File: src/rtl/lps_pkg.sv
// constants and types for the led and debug clock pin share
package lps_pkg;

    // session states, one-hot
    typedef enum logic [2:0] {
        LPS_IDLE = 3'h1,
        LPS_CONN = 3'h2,
        LPS_REJ = 3'h4
    } lps_state_t;

    // debug request group from the adapter side logic
    typedef struct packed {
        logic connect;
        logic disconnect;
        logic reset_dev;
    } lps_dbg_req_t;

    // answer group to the core
    typedef struct packed {
        logic halt;
        logic accepted;
        logic refused;
        logic core_reset;
    } lps_dbg_ans_t;

    localparam logic LPS_PIN_HIGH = 1'h1;
    localparam logic LPS_SYNC_RST = 1'h0;

endpackage : lps_pkg

File: src/rtl/lps_pin_share.sv
// led driver and debug clock pin share with session gating
`timescale 1ns/1ps
module lps_pin_share import lps_pkg::*; (
    input wire logic clock,
    input wire logic nrst,
    input wire logic led_request,
    input wire logic pin_in,
    output logic pin_out,
    output logic pin_oe,
    input wire lps_dbg_req_t dbg_req,
    output lps_dbg_ans_t dbg_ans,
    output logic debug_clock_line,
    output logic debug_clock_rise,
    output logic connected
);

    ////////////////////////////////////////////////////////////////////////
    // pin synchroniser and edge finder
    logic sync1_r, sync1_nxt;
    logic sync2_r, sync2_nxt;
    logic prev_r, prev_nxt;

    always_comb begin
        sync1_nxt = pin_in;
        sync2_nxt = sync1_r;
        prev_nxt = sync2_r;
    end

    always_ff @(posedge clock or negedge nrst) begin
        if (!nrst) begin
            sync1_r <= LPS_PIN_HIGH;
            sync2_r <= LPS_PIN_HIGH;
            prev_r <= LPS_PIN_HIGH;
        end else begin
            sync1_r <= sync1_nxt;
            sync2_r <= sync2_nxt;
            prev_r <= prev_nxt;
        end
    end

    // host clock seen on the shared pin
    assign debug_clock_line = sync2_r;
    assign debug_clock_rise = sync2_r & ~prev_r;

    ////////////////////////////////////////////////////////////////////////
    // session decode shared by the led gate and the flag
    function automatic logic lps_in_session(
        input lps_state_t s
    );
        return (s == LPS_CONN);
    endfunction : lps_in_session

    ////////////////////////////////////////////////////////////////////////
    // session state machine
    lps_state_t state_r, state_nxt;
    lps_dbg_ans_t ans_r, ans_nxt;
    logic led_on_r, led_on_nxt;

    always_comb begin
        state_nxt = state_r;
        ans_nxt = '0;
        ans_nxt.halt = ans_r.halt;
        unique case (state_r)
            LPS_IDLE, LPS_REJ: begin
                state_nxt = LPS_IDLE;
                if (dbg_req.connect) begin
                    if (led_on_r) begin
                        state_nxt = LPS_REJ;
                        ans_nxt.refused = 1'b1;
                    end else begin
                        state_nxt = LPS_CONN;
                        ans_nxt.accepted = 1'b1;
                        ans_nxt.halt = 1'b1;
                    end
                end
            end
            LPS_CONN: begin
                ans_nxt.core_reset = dbg_req.reset_dev;
                if (dbg_req.disconnect) begin
                    state_nxt = LPS_IDLE;
                    ans_nxt.halt = 1'b0;
                end
            end
            default: begin
                state_nxt = LPS_IDLE;
                ans_nxt.halt = 1'b0;
            end
        endcase
    end

    always_comb begin
        led_on_nxt = led_request & ~lps_in_session(state_nxt);
    end

    always_ff @(posedge clock or negedge nrst) begin
        if (!nrst) begin
            state_r <= LPS_IDLE;
            ans_r <= '0;
            led_on_r <= LPS_SYNC_RST;
        end else begin
            state_r <= state_nxt;
            ans_r <= ans_nxt;
            led_on_r <= led_on_nxt;
        end
    end

    assign dbg_ans = ans_r;
    assign connected = lps_in_session(state_r);

    ////////////////////////////////////////////////////////////////////////
    // current sink pulls the shared pin low
    assign pin_out = 1'b0;
    assign pin_oe = led_on_r;

    ////////////////////////////////////////////////////////////////////////
    // checks
    // no drive while connected
    led_block_a: assert property (@(posedge clock) disable iff (!nrst)
        connected |-> !pin_oe) else $error("led driven during session");
    // connect with led on is refused
    conn_refuse_a: assert property (@(posedge clock) disable iff (!nrst)
        (!connected && dbg_req.connect && led_on_r) |=> (dbg_ans.refused && !connected))
        else $error("connect accepted with led on");
    conn_accept_a: assert property (@(posedge clock) disable iff (!nrst)
        (!connected && dbg_req.connect && !led_on_r) |=> (connected && dbg_ans.halt))
        else $error("connect not accepted");
    disc_release_a: assert property (@(posedge clock) disable iff (!nrst)
        (connected && dbg_req.disconnect) |=> (!connected && !dbg_ans.halt))
        else $error("disconnect not released");
    led_follow_a: assert property (@(posedge clock) disable iff (!nrst)
        ($past(nrst) && !connected && $past(!connected) && $past(led_request)) |-> pin_oe)
        else $error("led not following request");
    // pin drive never rises in session
    pin_quiet_a: assert property (@(posedge clock) disable iff (!nrst)
        connected[*2] |-> !$rose(pin_oe)) else $error("pin activity from led in session");
    halt_flag_a: assert property (@(posedge clock) disable iff (!nrst)
        dbg_ans.halt == connected) else $error("halt and flag disagree");
    dev_reset_a: assert property (@(posedge clock) disable iff (!nrst)
        (connected && dbg_req.reset_dev) |=> dbg_ans.core_reset)
        else $error("device reset lost");
    // clock edge follows pin two cycles late
    clk_sync_a: assert property (@(posedge clock) disable iff (!nrst)
        debug_clock_rise |-> $past(pin_in, 2) && !$past(pin_in, 3))
        else $error("clock edge misaligned");

    ////////////////////////////////////////////////////////////////////////
    // answer and gating checks
    // refusal leaves no session
    refuse_state_a: assert property (@(posedge clock) disable iff (!nrst)
        dbg_ans.refused |-> !connected) else $error("refused but connected");

    accept_state_a: assert property (@(posedge clock) disable iff (!nrst)
        dbg_ans.accepted |-> connected) else $error("accepted but no flag");

    ans_exclusive_a: assert property (@(posedge clock) disable iff (!nrst)
        !(dbg_ans.accepted && dbg_ans.refused)) else $error("both answers at once");

    led_gate_a: assert property (@(posedge clock) disable iff (!nrst)
        pin_oe |-> $past(led_request)) else $error("led driven without request");

    block_release_a: assert property (@(posedge clock) disable iff (!nrst)
        (connected && dbg_req.disconnect && led_request) |=> pin_oe)
        else $error("led block not removed");

    // core reset only from a session
    reset_source_a: assert property (@(posedge clock) disable iff (!nrst)
        dbg_ans.core_reset |-> ($past(connected) && $past(dbg_req.reset_dev)))
        else $error("core reset without request");

    session_hold_a: assert property (@(posedge clock) disable iff (!nrst)
        (connected && !dbg_req.disconnect) |=> connected) else $error("session dropped");

    idle_hold_a: assert property (@(posedge clock) disable iff (!nrst)
        (!connected && !dbg_req.connect) |=> !connected) else $error("session from nowhere");

    pin_sink_a: assert property (@(posedge clock) disable iff (!nrst)
        pin_oe |-> !pin_out) else $error("sink drives high");

    rise_pulse_a: assert property (@(posedge clock) disable iff (!nrst)
        debug_clock_rise |=> !debug_clock_rise) else $error("edge pulse too long");

    rise_level_a: assert property (@(posedge clock) disable iff (!nrst)
        debug_clock_rise |-> debug_clock_line) else $error("edge with line low");

    refuse_pulse_a: assert property (@(posedge clock) disable iff (!nrst)
        dbg_ans.refused |=> (!dbg_ans.refused || $past(dbg_req.connect)))
        else $error("refusal pulse too long");

    accept_once_a: assert property (@(posedge clock) disable iff (!nrst)
        dbg_ans.accepted |=> !dbg_ans.accepted) else $error("acceptance pulse too long");

    refuse_keep_a: assert property (@(posedge clock) disable iff (!nrst)
        (pin_oe && led_request && dbg_req.connect) |=> !connected)
        else $error("connect taken with led held on");

    halt_fall_a: assert property (@(posedge clock) disable iff (!nrst)
        $fell(connected) |-> $fell(dbg_ans.halt)) else $error("halt kept after disconnect");

endmodule : lps_pin_share

File: config.mk
export PLATFORM = sky130hd
export DESIGN_NAME = lps_pin_share
export DESIGN_NICKNAME = d
export VERILOG_FILES = /design/src/rtl/lps_pkg.sv /design/src/rtl/lps_pin_share.sv
export SDC_FILE = /design/constraint.sdc
export NUM_CORES = 1
export LEC_CHECK = 0
export ABC_AREA = 1
export BUFFER_PORTS_ARGS = -buffer_cell sky130_fd_sc_hd__buf_2
export CORE_AREA = 5 5 42 44
export CTS_BUF_LIST = sky130_fd_sc_hd__clkbuf_4 sky130_fd_sc_hd__clkbuf_8
export DETAILED_ROUTE_END_ITERATION = 7
export DIE_AREA = 0 0 47 49
export SLEW_MARGIN = 20
export SYNTH_ARGS = -nofsm -noshare
export SYNTH_HDL_FRONTEND = slang
export SYNTH_SLANG_ARGS = --single-unit
File: constraint.sdc
create_clock -name clock -period 1.5 [get_ports clock]
set_input_delay 0.3 -clock clock [delete_from_list [all_inputs] [get_ports clock]]
set_output_delay 0.3 -clock clock [all_outputs]
set_load 0.02 [all_outputs]
==> out/results.tsv <==
metric	value	unit
gp_congestion	0.742	
cts_root_buf	clkbuf_4	
r2r-start	state_r[0]	
dp_hpwl	529	um
diodes	0	
cts_sinks	11	
dpl_cell_area	507	um2
drcViolationCount	0	
final_hold_viol_count	0	
nFillCells	151	
pre_cts_slack	376	ps
grt_max_degree	12	
insertion_delay	260	ps
ys_seq_area_share	66.1	%
drtAntennaViolNets	0	
finalCritPeriodShare	93.6	%
worst_ir_drop_vdd	0.681	mV
setup_viol	0	
critPathRequiredTime	1200	ps
fmax	712	MHz
grt_pass1_vias	284	
grt_pass1_wl	1110	um
antenna_found_initial	0	
rsz0062_at_grt	no	
grt_usage	6.93	%
io_buffers	14	
die_w	47	um
maxCapViolCount	0	
hp-class	in -> reg	
ys_seq_elements	11	
finalNetCount	68	
highest_layer	met4	
syn_inst	42	
critPathKind	reg -> out	
cp_max_fo	3	
drt_iter0_drc	3	
final_layout_size_suffix_gt1_share	46.7	%
dr_wl_met2	320	um
fin_setup_tns	0	ps
min_from	pin_in	
ff2ff_setup_slack	470	ps
tritoncts	yes	
totalWireLength	643	um
cpPeakStageDelay	540	ps
core_area	1400	um2
dp.cells	71	
period_needed	1400	ps
syn_area_per_cell	10.1	um2
wl_met1	238	um
synth_warnings	0	
die_y	49	um
postLayoutSetupSlackWorst	95.6	ps
route.met3.wl	59	um
critical_path.slowest_cell	dfstp_2	
start_kind	flip-flop	
synth.distinct_cells	11	
final_area	547	um2
cts_buffers	3	
via_per_inst	4.00	
cts.clk_slew.worst_paths	70	ps
syn2layout_area_growth	28.9	%
critPathArrivalTime	1100	ps
synth_nets	49	
ioPinCount	16	
crit_start	state_r[0]	
first_pass_iters	2	
initial_core_util	30.3	%
hold_slack	127	ps
die-area	2300	um2
total_power	0.904	mW
status	completed	
netlist_area	424	um2
core.rowCount	14	
cp_cell_sequence	nor2_2 -> nand2_1 -> inv_1 -> buf_2	
fin_cells	76	
p_leak	0.325	nW
vias	304	
grt.overflow.total	0	
fin_util	39.0	%
skew	4.39	ps
critPathCaptureType	primary output	
wl_per_cell	8.46	um
cts_buffer_depth	2	
htreeDepth	1	
powerDensity	1650	nW/um2
maxSlewViolCount	0	
## placed cells by master (no fill, tap or decap), drive strengths merged
cell type | Yosys | layout
buf | 1 | 14
inv | 9 | 9
nand2 | 9 | 9
nor2 | 8 | 8
dfrtp | 7 | 7
clkbuf | 0 | 4
dfstp | 4 | 4
nand3 | 2 | 2
o21ai | 1 | 1
conb | 1 | 1
dlygate4sd3 | 0 | 1
## where the power goes
group / internal [mW] / switching [mW]
Combinational: 0.0934 / 0.184
Clock: 0.121 / 0.0933
Sequential: 0.376 / 0.0366
Total: 0.590 / 0.314
## cell usage after synthesis
master	number	area [um2]
conb_1	1	3.75
dfrtp_1	7	175
nand3_2	2	20.0
nand2_1	7	26.3
nor2_1	6	22.5
o21ai_1	1	5.00
dfstp_2	4	105
nand2_2	2	12.5
buf_4	1	7.51
inv_1	9	33.8
nor2_2	2	12.5
## sequential cells by signal, summed over array words and instances (netlist names)
| register | cells |
|---|---|
| debug_clock_line | 1 |
| state_r | 3 |
| dbg_ans | 4 |
| pin_oe | 1 |
| prev_r | 1 |
| sync1_r | 1 |
## critical path: cells and delay by family (launching register included)
family                 cells  cell delay, ps
buffers and inverters      2             190
DFF                        1             540
and+or+nand+nor            2             120
## cell type report
cell class / instances / area [um2] / share of cell area (%)
sequential: 11 / 280 / 51.3
multi-input combinational: 21 / 103 / 18.8
timing repair buffer: 15 / 80.1 / 14.6
inverter: 9 / 33.8 / 6.18
clock buffer: 4 / 30.0 / 5.49
tap: 16 / 20.0 / 3.66
## cell families after synthesis
| logic type | synth area share (%) |
|---|---|
| AND/OR/NAND/NOR | 22.1 |
| other | 0.884 |
| buffers and inverters | 9.73 |
| flip-flops | 66.1 |
| AO/OA/AOI/OAI | 1.18 |
## timing repair
action	4_1_cts	5_1_grt
buffers inserted	0	0
resized for setup	0	0
endpoints found under the hold margin	7	0
endpoints found under the setup margin	0	0
hold buffers	1	0
## final timing paths
path | endpoint | cells after the start
setup / recovery | connected | 4
hold / removal | sync1_r | 1
setup reg to reg | dbg_ans[3] | 6
max in group asynchronous | state_r[0] | 2
hold reg to reg | debug_clock_line | 0
min in group asynchronous | state_r[2] | 2
## layer usage
layer  up-vias  global-route usage [%]
met5         -                       0
met4         0                    6.91
met3         2                    2.95
met2         9                    9.05
met1       140                    7.83
li1        153                       -
Note: power is estimated with default switching activity, not from simulation.
